[src/ffl_pkg.sv]
// Constants and carrier types for the flag-latency FIFO
package ffl_pkg;
  localparam int unsigned FFL_AW = 8;
  localparam logic [7:0] FFL_CTRL = 8'h00;
  localparam logic [7:0] FFL_THR_HI = 8'h04;
  localparam logic [7:0] FFL_THR_LO = 8'h08;
  localparam logic [7:0] FFL_STAT = 8'h0C;
  localparam logic [7:0] FFL_OCC = 8'h10;
  localparam logic [7:0] FFL_IRQ_STAT = 8'h14;
  localparam logic [7:0] FFL_IRQ_MASK = 8'h18;
  localparam logic [1:0] FFL_OKAY = 2'h0;
  localparam logic [1:0] FFL_SLVERR = 2'h2;
  // Side clock sample pipe: two synchroniser flops plus one edge flop
  localparam int unsigned FFL_CLK_PIPE = 3;
  localparam int unsigned FFL_PIN_SYNC = 2;
  // Read-side taps in common mode, in read ticks after the write less one
  localparam int unsigned FFL_CC_EMPTY_TAP = 1;
  localparam int unsigned FFL_CC_NEAR_TAP = 0;
  // Crossing taps, counted as N plus this offset plus one
  localparam int unsigned FFL_X_STD_OFS = 1;
  localparam int unsigned FFL_X_THR_OFS = 2;
  localparam int unsigned FFL_X_LOOK_OFS = 3;
  localparam int unsigned FFL_NIRQ = 4;
  typedef struct packed {
    logic lookahead_read_mode;
    logic indep;
  } ffl_ctrl_s;
  localparam ffl_ctrl_s FFL_CTRL_RST = 2'h3;
  typedef struct packed {
    logic thr_lo;
    logic thr_hi;
    logic rd_rej;
    logic wr_rej;
  } ffl_irq_s;
endpackage : ffl_pkg

[src/ffl_fifo.sv]
// Soft FIFO with documented flag update latencies and AXI4-Lite control
`timescale 1ns/1ps
module ffl_fifo
  import ffl_pkg::*;
#(
  parameter int unsigned WIDTH = 8,
  parameter int unsigned DEPTH = 16,
  parameter int unsigned N = 2,
  parameter int unsigned PW = $clog2(DEPTH) + 1,
  parameter logic [PW-1:0] THR_HI_RST = PW'(DEPTH - 2),
  parameter logic [PW-1:0] THR_LO_RST = PW'(2)
) (
  input wire logic aclk,
  input wire logic aresetn,
  input wire logic [FFL_AW-1:0] awaddr,
  input wire logic [2:0] awprot,
  input wire logic awvalid,
  output logic awready,
  input wire logic [31:0] wdata,
  input wire logic [3:0] wstrb,
  input wire logic wvalid,
  output logic wready,
  output logic [1:0] bresp,
  output logic bvalid,
  input wire logic bready,
  input wire logic [FFL_AW-1:0] araddr,
  input wire logic [2:0] arprot,
  input wire logic arvalid,
  output logic arready,
  output logic [31:0] rdata,
  output logic [1:0] rresp,
  output logic rvalid,
  input wire logic rready,
  input wire logic write_side_clock,
  input wire logic push_req,
  input wire logic [WIDTH-1:0] push_data,
  output logic full,
  output logic near_capacity_flag,
  output logic threshold_high_flag,
  output logic write_accept_pulse,
  output logic write_rejected_flag,
  output logic [PW-1:0] write_side_occupancy,
  input wire logic read_side_clock,
  input wire logic pop_req,
  output logic [WIDTH-1:0] pop_data,
  output logic empty,
  output logic near_drained_flag,
  output logic threshold_low_flag,
  output logic read_output_qualifier,
  output logic read_rejected_flag,
  output logic [PW-1:0] read_side_occupancy,
  output logic [PW-1:0] shared_occupancy_count,
  output logic irq
);
  localparam int unsigned AW = PW - 1;
  localparam logic [PW-1:0] FULLV = PW'(DEPTH);
  localparam logic [PW-1:0] NEARV = PW'(DEPTH - 1);
  localparam logic [PW-1:0] ONEV = PW'(1);

  typedef struct packed {
    logic [FFL_CLK_PIPE-1:0] wc;
    logic [FFL_CLK_PIPE-1:0] rc;
    logic [FFL_PIN_SYNC-1:0] we;
    logic [FFL_PIN_SYNC-1:0] re;
    logic [FFL_PIN_SYNC-1:0][WIDTH-1:0] wd;
    logic [DEPTH-1:0][WIDTH-1:0] mem;
    logic [PW-1:0] wp;
    logic [PW-1:0] rp;
    logic [N+3:0][PW-1:0] wl;
    logic [N+2:0][PW-1:0] rl;
    logic [WIDTH-1:0] dout;
    logic full;
    logic afull;
    logic pfull;
    logic ack;
    logic ovf;
    logic empty;
    logic aempty;
    logic pempty;
    logic valid;
    logic udf;
    logic [PW-1:0] wcnt;
    logic [PW-1:0] rcnt;
    logic [PW-1:0] scnt;
    logic [PW-1:0] thr_hi;
    logic [PW-1:0] thr_lo;
    ffl_ctrl_s ctrl;
    ffl_irq_s ist;
    ffl_irq_s imsk;
    logic irq;
    logic awr;
    logic wrdy;
    logic arr;
    logic aw_got;
    logic w_got;
    logic [FFL_AW-1:0] awa;
    logic [31:0] wdat;
    logic wstb;
    logic bv;
    logic [1:0] br;
    logic rv;
    logic [31:0] rd;
    logic [1:0] rr;
  } st_s;

  st_s s;
  st_s n;
  st_s rstv;
  logic wt;
  logic rt;
  logic indep;
  logic look;

  assign indep = s.ctrl.indep;
  assign look = s.ctrl.lookahead_read_mode;
  // Edge found one flop after the synchroniser; data goes through the same two flops
  assign wt = s.wc[1] & ~s.wc[2];
  assign rt = indep ? (s.rc[1] & ~s.rc[2]) : wt;

  always_comb begin
    logic wacc;
    logic racc;
    logic [PW-1:0] wv;
    logic [PW-1:0] ev;
    logic [PW-1:0] av;
    ffl_irq_s evt;
    ffl_irq_s clr;
    logic hit;
    wacc = 1'b0;
    racc = 1'b0;
    wv = '0;
    ev = '0;
    av = '0;
    evt = '0;
    clr = '0;
    hit = 1'b0;
    rstv = '0;
    rstv.empty = 1'b1;
    rstv.aempty = 1'b1;
    rstv.ctrl = FFL_CTRL_RST;
    rstv.thr_hi = THR_HI_RST;
    rstv.thr_lo = THR_LO_RST;
    rstv.awr = 1'b1;
    rstv.wrdy = 1'b1;
    rstv.arr = 1'b1;
    n = s;
    n.wc = {s.wc[FFL_CLK_PIPE-2:0], write_side_clock};
    n.rc = {s.rc[FFL_CLK_PIPE-2:0], read_side_clock};
    n.we = {s.we[0], push_req};
    n.re = {s.re[0], pop_req};
    n.wd = {s.wd[0], push_data};
    // Gate on the registered flags so a pessimistic view never overruns
    wacc = wt & s.we[1] & ~s.full;
    racc = rt & s.re[1] & ~s.empty;
    if (wacc) begin
      n.mem[s.wp[AW-1:0]] = s.wd[1];
      n.wp = PW'(s.wp + ONEV);
    end
    if (racc) begin
      n.rp = PW'(s.rp + ONEV);
    end
    evt.wr_rej = wt & s.we[1] & s.full;
    evt.rd_rej = rt & s.re[1] & s.empty;
    if (wt) begin
      n.rl = {s.rl[N+1:0], s.rp};
      n.ack = wacc;
      n.ovf = evt.wr_rej;
      wv = indep ? n.rl[N+FFL_X_STD_OFS] : n.rp;
      n.full = PW'(n.wp - wv) == FULLV;
      n.afull = PW'(n.wp - wv) >= NEARV;
      if (indep) begin
        n.wcnt = PW'(s.wp - s.rl[N]);
        n.pfull = PW'(s.wp - s.rl[N+FFL_X_STD_OFS]) >= s.thr_hi;
      end else begin
        n.wcnt = PW'(n.wp - n.rp);
        n.pfull = PW'(s.wp - s.rp) >= s.thr_hi;
      end
    end
    if (rt) begin
      n.wl = {s.wl[N+2:0], s.wp};
      n.valid = racc;
      n.udf = evt.rd_rej;
      if (indep) begin
        // Lookahead adds the output stage fill to the crossing
        ev = look ? n.wl[N+FFL_X_LOOK_OFS] : n.wl[N+FFL_X_STD_OFS];
        av = ev;
        n.rcnt = PW'(s.wl[N] - s.rp);
        n.pempty = PW'(s.wl[N+FFL_X_STD_OFS] - s.rp) <= s.thr_lo;
      end else begin
        ev = n.wl[FFL_CC_EMPTY_TAP];
        av = n.wl[FFL_CC_NEAR_TAP];
        n.rcnt = PW'(n.wp - n.rp);
        n.pempty = PW'(s.wp - s.rp) <= s.thr_lo;
      end
      n.empty = ev == n.rp;
      n.aempty = PW'(av - n.rp) <= ONEV;
      if (look) begin
        n.dout = n.mem[n.rp[AW-1:0]];
      end else if (racc) begin
        n.dout = s.mem[s.rp[AW-1:0]];
      end
    end
    n.scnt = PW'(n.wp - n.rp);
    evt.thr_hi = n.pfull & ~s.pfull;
    evt.thr_lo = n.pempty & ~s.pempty;
    // AXI4-Lite write path
    if (awvalid && s.awr) begin
      n.aw_got = 1'b1;
      n.awa = awaddr;
      n.awr = 1'b0;
    end
    if (wvalid && s.wrdy) begin
      n.w_got = 1'b1;
      n.wdat = wdata;
      n.wstb = wstrb[0];
      n.wrdy = 1'b0;
    end
    if (s.aw_got && s.w_got && !s.bv) begin
      n.aw_got = 1'b0;
      n.w_got = 1'b0;
      n.bv = 1'b1;
      n.br = FFL_OKAY;
      case (s.awa)
        FFL_CTRL: hit = 1'b1;
        FFL_THR_HI: hit = 1'b1;
        FFL_THR_LO: hit = 1'b1;
        FFL_STAT: hit = 1'b1;
        FFL_OCC: hit = 1'b1;
        FFL_IRQ_STAT: hit = 1'b1;
        FFL_IRQ_MASK: hit = 1'b1;
        default: n.br = FFL_SLVERR;
      endcase
      if (hit && s.wstb) begin
        case (s.awa)
          FFL_CTRL: n.ctrl = s.wdat[1:0];
          FFL_THR_HI: n.thr_hi = s.wdat[PW-1:0];
          FFL_THR_LO: n.thr_lo = s.wdat[PW-1:0];
          FFL_IRQ_STAT: clr = s.wdat[FFL_NIRQ-1:0];
          FFL_IRQ_MASK: n.imsk = s.wdat[FFL_NIRQ-1:0];
          default: n.br = FFL_OKAY;
        endcase
      end
    end
    if (s.bv && bready) begin
      n.bv = 1'b0;
      n.awr = 1'b1;
      n.wrdy = 1'b1;
    end
    // New events win over a clear in the same cycle
    n.ist = (s.ist & ~clr) | evt;
    n.irq = |(n.ist & n.imsk);
    // AXI4-Lite read path
    if (arvalid && s.arr) begin
      n.arr = 1'b0;
      n.rv = 1'b1;
      n.rr = FFL_OKAY;
      case (araddr)
        FFL_CTRL: n.rd = 32'(s.ctrl);
        FFL_THR_HI: n.rd = 32'(s.thr_hi);
        FFL_THR_LO: n.rd = 32'(s.thr_lo);
        FFL_STAT: n.rd = 32'({s.udf, s.valid, s.pempty, s.aempty, s.empty,
          s.ovf, s.ack, s.pfull, s.afull, s.full});
        FFL_OCC: n.rd = {8'h00, 8'(s.scnt), 8'(s.rcnt), 8'(s.wcnt)};
        FFL_IRQ_STAT: n.rd = 32'(s.ist);
        FFL_IRQ_MASK: n.rd = 32'(s.imsk);
        default: begin
          n.rd = 32'h0000_0000;
          n.rr = FFL_SLVERR;
        end
      endcase
    end
    if (s.rv && rready) begin
      n.rv = 1'b0;
      n.arr = 1'b1;
    end
  end

  always_ff @(posedge aclk) begin
    s <= aresetn ? n : rstv;
  end

  assign awready = s.awr;
  assign wready = s.wrdy;
  assign bvalid = s.bv;
  assign bresp = s.br;
  assign arready = s.arr;
  assign rvalid = s.rv;
  assign rdata = s.rd;
  assign rresp = s.rr;
  assign full = s.full;
  assign near_capacity_flag = s.afull;
  assign threshold_high_flag = s.pfull;
  assign write_accept_pulse = s.ack;
  assign write_rejected_flag = s.ovf;
  assign write_side_occupancy = s.wcnt;
  assign pop_data = s.dout;
  assign empty = s.empty;
  assign near_drained_flag = s.aempty;
  assign threshold_low_flag = s.pempty;
  assign read_output_qualifier = s.valid;
  assign read_rejected_flag = s.udf;
  assign read_side_occupancy = s.rcnt;
  assign shared_occupancy_count = s.scnt;
  assign irq = s.irq;
endmodule : ffl_fifo

[config.mk]
export PLATFORM = sky130hd
export DESIGN_NAME = ffl_fifo
export DESIGN_NICKNAME = d
export VERILOG_FILES = /design/src/ffl_pkg.sv /design/src/ffl_fifo.sv
export SDC_FILE = /design/constraint.sdc
export NUM_CORES = 1
export LEC_CHECK = 0
export BUFFER_PORTS_ARGS = -buffer_cell sky130_fd_sc_hd__buf_2
export CORE_MARGIN = 3
export CORE_UTILIZATION = 58
export DETAILED_ROUTE_END_ITERATION = 8
export GPL_TIMING_DRIVEN = 0
export PLACE_DENSITY = 0.78
export SLEW_MARGIN = 20
export SYNTH_ARGS = -nofsm -noshare
export SYNTH_HDL_FRONTEND = slang
export SYNTH_SLANG_ARGS = --single-unit
[constraint.sdc]
create_clock -name aclk -period 4.35 [get_ports aclk]
set_clock_uncertainty 0.05 [all_clocks]
set_input_delay 0.435 -clock aclk [delete_from_list [all_inputs] [get_ports aclk]]
set_output_delay 0.435 -clock aclk [all_outputs]
set_load 0.1 [all_outputs]
==> results of run 1 <==
-- metal layers --
layer	wire length (microns)	global-route usage (%)
met5	7	0
met4	2031	11.98
met3	8867	11.02
met2	24270	54.50
met1	25010	54.97
-- critical path: stages, from the launching register on --
cell,delay (ns)
dfxtp_1,0.47
clkbuf_2,0.43
clkdlybuf4s15_2,0.57
inv_1,0.24
fa_1,0.51
a21o_1,0.18
a21oi_1,0.17
xnor2_1,0.23
ha_1,0.30
nor2b_1,0.13
o32ai_1,0.52
o31a_1,0.23
o221ai_1,0.13
-- logic make-up (layout without fill, tap and decap cells) --
kind of cell	count (synthesis)	in the layout
multiplexers	128	128
buffers and inverters	257	405
other	1	16
adder cells (fa/ha/maj)	65	65
flip-flops	304	304
XOR/XNOR	44	44
AND/OR/NAND/NOR	785	785
AO/OA/AOI/OAI	445	445
-- layout make-up --
class | count | area share, %
buffer | 200 | 5.656
inverter | 55 | 1.101
multi-input combinational | 1483 | 50.36
sequential | 304 | 32.45
timing repair buffer | 98 | 2.628
clock buffer | 39 | 4.509
clock inverter | 13 | 0.7804
tap | 378 | 2.521
-- registers in the layout, indices dropped and copies added, names as in the netlist, 5 cells and up --
register	count
n	14
pop_data	8
rdata	18
read_side_occupancy	5
s	229
shared_occupancy_count	5
write_side_occupancy	5
-- synthesized netlist by cell type, types with 40 or more instances --
| cell | count | share of area (%) |
|---|---|---|
| nand2_1 | 418 | 9.4 |
| dfxtp_1 | 304 | 36 |
| a21oi_1 | 252 | 7.5 |
| nor2_1 | 114 | 2.6 |
| clkbuf_1 | 101 | 2.3 |
| buf_4 | 65 | 2.9 |
| mux2i_1 | 65 | 3.9 |
| ha_1 | 57 | 4.3 |
| inv_1 | 52 | 1.2 |
| nand3_1 | 50 | 1.5 |
| nor3_1 | 41 | 1.2 |
| and2_1 | 40 | 1.5 |
| mux4_2 | 40 | 5.4 |
-- power by group through the flow --
stage | clock [mW] | sequential [mW] | combinational, mW
floorplan | 0 | 2.94 | 0.388
global placement | 0 | 2.91 | 0.579
detailed placement | 0 | 2.91 | 0.585
CTS | 2.67 | 2.85 | 0.588
global route | 2.78 | 2.85 | 0.633
finish | 2.68 | 2.85 | 0.607
-- metrics by stage --
stage          cell area, sq um  total power, mW  hold WS [ns]    TNS (ns)  std cells
3_3_place_gp              17720            3.490        0.3654      -1.806       2519
6_report                  18760            6.140       0.01751           0       2570
5_1_grt                   18760            6.265       0.01736  -0.0008082       2570
3_5_place_dp              17730            3.497        0.3691      -1.983       2519
4_1_cts                   18730            6.111       0.01105           0       2570
2_1_floorplan             16760            3.323        0.3619           0       2044
-- worst paths after layout --
kind	slack [ns]	end	from	depth (start not counted)
hold / removal	0.02	n[350]$_SDFF_PN0_	push_req	2
setup reg to reg	0.05	irq$_SDFF_PN0_	s[194]$_SDFF_PN0_	12
setup / recovery	0.05	irq$_SDFF_PN0_	s[194]$_SDFF_PN0_	12
hold reg to reg	0.38	s[343]$_SDFF_PN0_	n[343]$_SDFF_PN0_	1
-- timing repair --
| item | in CTS | in global routing |
|---|---|---|
| hold buffers | 0 | 0 |
| resized for setup | 4 | 8 |
| pin swaps | 0 | 1 |
| endpoints found under the setup margin | 8 | 7 |
| setup buffers | 0 | 1 |
==> flow_summary_export.csv, run 1 <==
group,metric,value,unit
status,status,"finished clean",
route,via_count,16320,
cts,cts_num_sinks,304,
placed_design,hpwlAfterDp,45.69,mm
pwr,power-per-cell-area,327.3,mW/mm^2
die,initial_utilization,59.49,%
critical_path,crit_required,4.74,ns
timing,slew_headroom,16.22,%
final_layout,regArea,0.006087,sq mm
cts,path_clk_slew,0.07,ns
global_routing,grt_max_degree,19,
final_layout,final_cell_mix,"nand2_1, dfxtp_1, a21oi_1, buf_2, nor2_1",
logic_synthesis,synth_edf_count,0,
logic_synthesis,synth_mux_area_share,10.84,%
run,drv_cap,0,
timing,max_freq,0.2325,GHz
pwr,combPwrFrac,9.9,%
final_layout,nNetsFinal,2315,
timing,setup_slack,0.04943,ns
route,finalWirelength,60.18,mm
logic_synthesis,yosys.area_share.xor_xnor,2.351,%
placed_design,pre_cts_ws,-0.5799,ns
cts,cts_tree,"yes",
die,die_h,175.7,microns
final_layout,multi_input_area,0.009447,sq mm
route,dr.pass1.iters,6,
logic_synthesis,syn_area,0.01671,sq mm
cts,clock_latency,0.58,ns
final_layout,n_fill_cell,2421,
global_routing,overflow,0,
logic_synthesis,synthCells,2029,
timing,worst_pin_slew,1.248,ns
logic_synthesis,synthSimpleGateAreaFrac,21.15,%
min_path,hold_class,"input pin to register",
die,rows,61,
cts,clk_path_buf_depth,3,
placed_design,port_buffers,97,
pwr,p_leak,7.153,nW
route,route.detailed.drc,0,
logic_synthesis,ys_types,80,
logic_synthesis,ys_seq_area_share,36.42,%
pwr,switching_share,26.48,%
route,ant_nets,0,
timing,finalCriticalPeriod,4.301,ns
critical_path,critPathCaptureType,"register",
logic_synthesis,synth_seq_cells,304,
timing,hold_viol,0,
final_layout,layout_commonest_cell,"nand2_1",
global_routing,first_global_vias,15260,
die,dieArea,0.03088,sq mm
cts,root_buffer,"clkbuf_16",
cts,cts-htree-levels,1,
final_layout,drive_above_1_share,14.46,%
final_layout,antenna_cells,0,
global_routing,grt_pass1_wl,90.38,mm
critical_path,critPathMaxFanout,10,
logic_synthesis,synth_compound_area_share,16.44,%
pwr,p_seq_share,46.5,%
logic_synthesis,synth_top_family_by_area,"simple AND/OR/NAND/NOR gates",
pwr,switchingPower,1.626,mW
die,ios,152,
logic_synthesis,synthArstFlopShare,0,%
logic_synthesis,synthFlopType,"dfxtp_1",
placed_design,place.gp.congestion,1.056,
timing,maxSlewViolCount,0,
timing,setup_viol,0,
route,drt-initial-drc-count,2545,
route,wl_per_cell,23.42,microns
pwr,p_int,4.514,mW
logic_synthesis,yosys_warnings,0,
die,die_w,175.7,microns
pwr,ir_drop,0.0003221,V
global_routing,antenna_found_initial,1,
logic_synthesis,synthAdderAreaFrac,5.227,%
route,viasPerCell,6.351,
die,coreArea,0.02809,sq mm
critical_path,startpoint_type,"register",
global_routing,grt.total_usage,37.93,%
pwr,clkPwrFrac,43.7,%
final_layout,utilization,66.79,%
critical_path,path_class,"register to register",
critical_path,worst_ep_arrival_time,4.69,ns
cts,cts_buffers,31,
logic_synthesis,post_synth.cell_area_avg,8.235,sq um
timing,fin_crit_sh,98.86,%
final_layout,area_growth,12.27,%
Power figures use the tool's default switching activity.
==> inputs of run 2 (changes only) <==
==> constraint.sdc (replaced) <==
create_clock -name aclk -period 4.99 [get_ports aclk]
set_clock_uncertainty 0.05 [all_clocks]
set_input_delay 0.499 -clock aclk [delete_from_list [all_inputs] [get_ports aclk]]
set_output_delay 0.499 -clock aclk [all_outputs]
set_load 0.1 [all_outputs]
==> flow_summary_export.csv, run 2 (same netlist as run 1, synthesis figures left out) <==
group,metric,value,unit
timing,hold_viol,0,
min_path,min_to,"n[350]$_SDFF_PN0_",
pwr,switchingPower,1.419,mW
critical_path,crit_required,5.37,ns
placed_design,pre_cts_ws,0.06008,ns
route,via_count,16400,
final_layout,top_register,"s",
route,ant_nets,0,
cts,cts_tree,"yes",
timing,setup_slack,0.01855,ns
route,drt-initial-drc-count,2461,
cts,cts_setup_buffers,0,
placed_design,place.gp.congestion,1.056,
critical_path,critPathTopFamily,"buffers and inverters",
cts,path_clk_slew,0.07,ns
route,viasPerCell,6.377,
critical_path,worstReg2RegStart,"s[194]$_SDFF_PN0_",
run,drv_cap,0,
route,finalWirelength,60.38,mm
cts,cts-htree-levels,1,
cts,clock_latency,0.58,ns
timing,rsz0062_at_grt,"no",
final_layout,design_area,0.01873,sq mm
cts,cts_resized,0,
timing,maxSlewViolCount,0,
route,route.detailed.drc,0,
timing,setup_viol,0,
critical_path,worst_ep_arrival_time,5.36,ns
die,ios,152,
global_routing,overflow,0,
global_routing,first_global_vias,15250,
pwr,p_int,3.934,mW
timing,setup_tns,0,ns
critical_path,critPathCaptureType,"register",
critical_path,rr_worst_depth,12,
die,dieArea,0.03088,sq mm
min_path,hp-start,"push_req",
final_layout,area_growth,12.08,%
route,wl_per_cell,23.48,microns
cts,cts_buffers,31,
die,coreArea,0.02809,sq mm
critical_path,critical_path.max_stage_delay,0.84,ns
min_path,whs_path_depth,2,
global_routing,antenna_found_initial,1,
critical_path,path_cells,"clkbuf_1 -> buf_1 -> inv_1 -> fa_1 -> a21o_1 -> a21oi_1 -> xnor2_1 -> ha_1 -> nor2b_1 -> o32ai_1 -> o31a_1 -> o221ai_1",
critical_path,r2r_slack,0.02,ns
timing,worst_pin_slew,1.200,ns
pwr,switching_share,26.50,%
cts,root_buffer,"clkbuf_16",
die,die_h,175.7,microns
pwr,p_leak,7.140,nW
global_routing,grt.total_usage,38.02,%
die,die_w,175.7,microns
final_layout,layout_commonest_cell,"nand2_1",
die,rows,61,
critical_path,worst-path-buf-inv,3,
pwr,p_seq_share,46.5,%
global_routing,grt_pass1_wl,90.54,mm
cts,clk_path_buf_depth,3,
cts,ctsHoldBuffers,0,
cts,cts_num_sinks,304,
critical_path,slowest_stage,"buf_1",
critical_path,r2r-end,"irq$_SDFF_PN0_",
route,dr.pass1.iters,6,
timing,finalCriticalPeriod,4.971,ns
global_routing,grt_max_degree,15,
final_layout,drive_above_1_share,14.14,%
pwr,clkPwrFrac,43.7,%
timing,slew_headroom,19.45,%
pwr,combPwrFrac,9.9,%
die,initial_utilization,59.49,%
timing,max_freq,0.2011,GHz
final_layout,nNetsFinal,2316,
placed_design,port_buffers,97,
critical_path,path_class,"register to register",
status,status,"finished clean",
final_layout,final_cell_mix,"nand2_1, dfxtp_1, a21oi_1, buf_2, nor2_1",
min_path,hold_class,"input pin to register",
critical_path,startpoint_type,"register",
critical_path,critPathMaxFanout,10,
timing,fin_crit_sh,99.63,%
pwr,ir_drop,0.0002807,V
final_layout,largest_register_ff_count,229,
pwr,power-per-cell-area,285.9,mW/mm^2
placed_design,place_area,0.01773,sq mm
placed_design,hpwlAfterDp,45.69,mm
final_layout,antenna_cells,0,
[run 2: cell count changes in the layout (fill, tap and decap cells not counted), moves of 2 or more]
| cell | previous run | this run |
|---|---|---|
| clkbuf_4 | 2 | 0 |
| a21oi_2 | 2 | 0 |
| buf_2 | 118 | 121 |
| a21oi_1 | 250 | 252 |
| clkbuf_1 | 102 | 104 |
[run 2: layout make-up]
type	instances	area [sq um]
plain buffers	202	1056
clock buffers	39	845.8
clock inverters	13	146.4
fillers	2421	9360
inverters	55	206.4
multi-input cells	1483	9428
flip-flops and latches	304	6086
well taps	378	473.0
repair buffers	97	485.5
[run 2: worst max path at each step]
stage | end | cells after the start | slack [ns] | start
after global placement | full$_SDFFE_PN0N_ | 14 | 0.1 | s[194]$_SDFF_PN0_
after CTS | full$_SDFFE_PN0N_ | 14 | 0.05 | s[194]$_SDFF_PN0_
after detailed placement | full$_SDFFE_PN0N_ | 14 | 0.06 | s[194]$_SDFF_PN0_
after global routing | full$_SDFFE_PN0N_ | 15 | 0.02 | s[348]$_SDFF_PN0_
after floorplan | full$_SDFFE_PN0N_ | 17 | 0.79 | empty$_SDFFE_PN1N_
final | irq$_SDFF_PN0_ | 12 | 0.02 | s[194]$_SDFF_PN0_
[run 2: layer usage]
layer  track usage [%]  vias to the layer above  routed length (microns)
li1                  -                     7321                        -
met1             55.10                     7728                    25160
met2             54.48                     1182                    24150
met3             10.98                      165                     8863
met4             12.44                        0                     2198
met5                 0                        -                        0
[run 2: power groups by stage]
stage	logic (mW)	clock network, mW	registers (mW)
global route	0.551	2.42	2.49
CTS	0.512	2.33	2.48
finish	0.529	2.34	2.49
detailed placement	0.510	0	2.54
floorplan	0.338	0	2.56
global placement	0.505	0	2.54
[run 2: stage by stage]
stage / utilization, % / total power, mW / instances / hold WS [ns]
final: 66.67 / 5.353 / 2571 / 0.07541
after global routing: 66.67 / 5.462 / 2571 / 0.08136
after CTS: 66.67 / 5.327 / 2571 / 0.07505
after detailed placement: 63.14 / 3.048 / 2519 / 0.3691
after global placement: 63.10 / 3.042 / 2519 / 0.3654
after floorplan: - / 2.897 / 2044 / 0.3619
==> inputs of run 3 (changes only) <==
--- a/config.mk
+++ b/config.mk
@@ -11,6 +11,7 @@
 export DETAILED_ROUTE_END_ITERATION = 8
 export GPL_TIMING_DRIVEN = 0
 export PLACE_DENSITY = 0.78
+export RECOVER_POWER = 25
 export SLEW_MARGIN = 20
 export SYNTH_ARGS = -nofsm -noshare
 export SYNTH_HDL_FRONTEND = slang
==> flow_summary_export.csv, run 3 (same netlist as run 1, synthesis figures left out) <==
group,metric,value,unit
status,status,"finished with violations",
status,failed_checks,"negative setup slack",
critical_path,rr_worst_depth,12,
timing,setup_viol,1,
timing,fin_crit_sh,100.0,%
final_layout,utilization,66.54,%
critical_path,critPathMaxFanout,10,
cts,cts-htree-levels,1,
global_routing,grt.total_usage,38.02,%
placed_design,hpwlAfterDp,45.69,mm
route,wl_per_cell,23.46,microns
final_layout,area_growth,11.85,%
critical_path,critical_path.max_stage_delay,0.86,ns
final_layout,largest_register_ff_count,229,
critical_path,path_cells,"clkbuf_1 -> buf_1 -> inv_1 -> fa_1 -> a21o_1 -> a21oi_1 -> xnor2_1 -> ha_1 -> nor2b_1 -> o32ai_1 -> o31a_1 -> o221ai_1",
placed_design,place_area,0.01773,sq mm
pwr,ir_drop,0.0002807,V
route,drt-initial-drc-count,2329,
final_layout,top_register,"s",
min_path,hold_class,"input pin to register",
timing,setup_slack,-0.002353,ns
global_routing,grt_pass1_wl,90.54,mm
final_layout,final_cell_mix,"nand2_1, dfxtp_1, a21oi_1, clkbuf_1, nor2_1",
global_routing,grt_max_degree,15,
cts,cts_tree,"yes",
critical_path,slowest_stage,"buf_1",
timing,hold_viol,0,
route,viasPerCell,6.365,
die,dieArea,0.03088,sq mm
critical_path,critPathCaptureType,"register",
global_routing,antenna_found_initial,1,
die,initial_utilization,59.49,%
final_layout,multi_input_area,0.009428,sq mm
cts,cts_num_sinks,304,
timing,max_freq,0.2003,GHz
timing,slew_headroom,17.75,%
critical_path,worst_ep_arrival_time,5.37,ns
die,die_h,175.7,microns
cts,root_buffer,"clkbuf_16",
cts,cts_setup_buffers,0,
final_layout,design_area,0.01869,sq mm
timing,maxSlewViolCount,0,
global_routing,first_global_vias,15250,
cts,path_clk_slew,0.06,ns
timing,worst_pin_slew,1.225,ns
die,coreArea,0.02809,sq mm
final_layout,drive_above_1_share,12.59,%
route,ant_nets,0,
critical_path,startpoint_type,"register",
pwr,p_total,5.345,mW
min_path,whs_path_depth,2,
cts,clock_latency,0.58,ns
cts,cts_buffers,31,
route,route.detailed.drc,0,
run,drv_cap,0,
final_layout,regArea,0.006086,sq mm
placed_design,place.gp.congestion,1.056,
placed_design,port_buffers,97,
critical_path,crit_required,5.37,ns
global_routing,overflow,0,
die,rows,61,
route,finalWirelength,60.37,mm
cts,clk_path_buf_depth,3,
final_layout,nNetsFinal,2316,
final_layout,layout_commonest_cell,"nand2_1",
pwr,power-per-cell-area,286.0,mW/mm^2
final_layout,n_fill_cell,2436,
timing,rsz0062_at_grt,"no",
pwr,p_leak,6.991,nW
die,die_w,175.7,microns
timing,finalCriticalPeriod,4.992,ns
route,dr.pass1.iters,8,
route,via_count,16380,
die,ios,152,
placed_design,pre_cts_ws,0.06008,ns
critical_path,path_class,"register to register",
==> run 3: changes by cell type in the layout (fill, tap and decap cells not counted) <==
cell	change
diode_2	+2
and2_1	-16
and2_0	+16
buf_2	-34
clkbuf_1	+34
==> run 3: path summary, 6_finish.rpt <==
path,start,slack (ns),to
min reg2reg,n[352]$_SDFF_PN0_,0.38,n[353]$_SDFF_PN0_
max reg2reg,s[194]$_SDFF_PN0_,-0.002,irq$_SDFF_PN0_
min,write_side_clock,0.08,n[355]$_SDFF_PN0_
max,s[194]$_SDFF_PN0_,-0.002,irq$_SDFF_PN0_
==> run 3: metrics by stage <==
stage	setup TNS, ns	instances	hold slack, ns
after floorplan	0	2044	0.3619
after detailed placement	0	2519	0.3691
after CTS	0	2571	0.07505
after global routing	0	2571	0.08136
after global placement	0	2519	0.3654
final	-0.002353	2573	0.07987
==> run 3: cell type report <==
class                           count  area share [%]
Antenna cell                        2         0.02678
Clock inverter                     13          0.7833
Multi-Input combinational cell   1483           50.45
Timing Repair Buffer               97           2.370
Clock buffer                       39           4.526
Tap cell                          378           2.531
Sequential cell                   304           32.56
Inverter                           55           1.105
Buffer                            202           5.650
==> run 3: timing repair <==
item,CTS,global route
hold buffers,0,0
resized for setup,0,2
endpoints found under the setup margin,0,1
==> run 3: where the power goes <==
group / total (mW) / switching, mW / internal (mW)
clock network: 2.33 / 0.992 / 1.34
registers: 2.49 / 0.0304 / 2.46
logic: 0.526 / 0.390 / 0.136
==> run 3: metal layers <==
layer | global-route usage, % | part of all wire, %
met5 | 0 | 0.018
met4 | 12.44 | 3.3
met3 | 10.98 | 14
met2 | 54.48 | 40
met1 | 55.10 | 42
==> run 3: critical path, delay by kind of cell, from the launching register on <==
family / cells / cell delay (ns)
buf+inv: 3 / 1.90
compound gates: 5 / 1.22
xor+xnor: 1 / 0.23
simple gates: 1 / 0.13
fa+ha+maj: 2 / 0.85
flops: 1 / 0.47
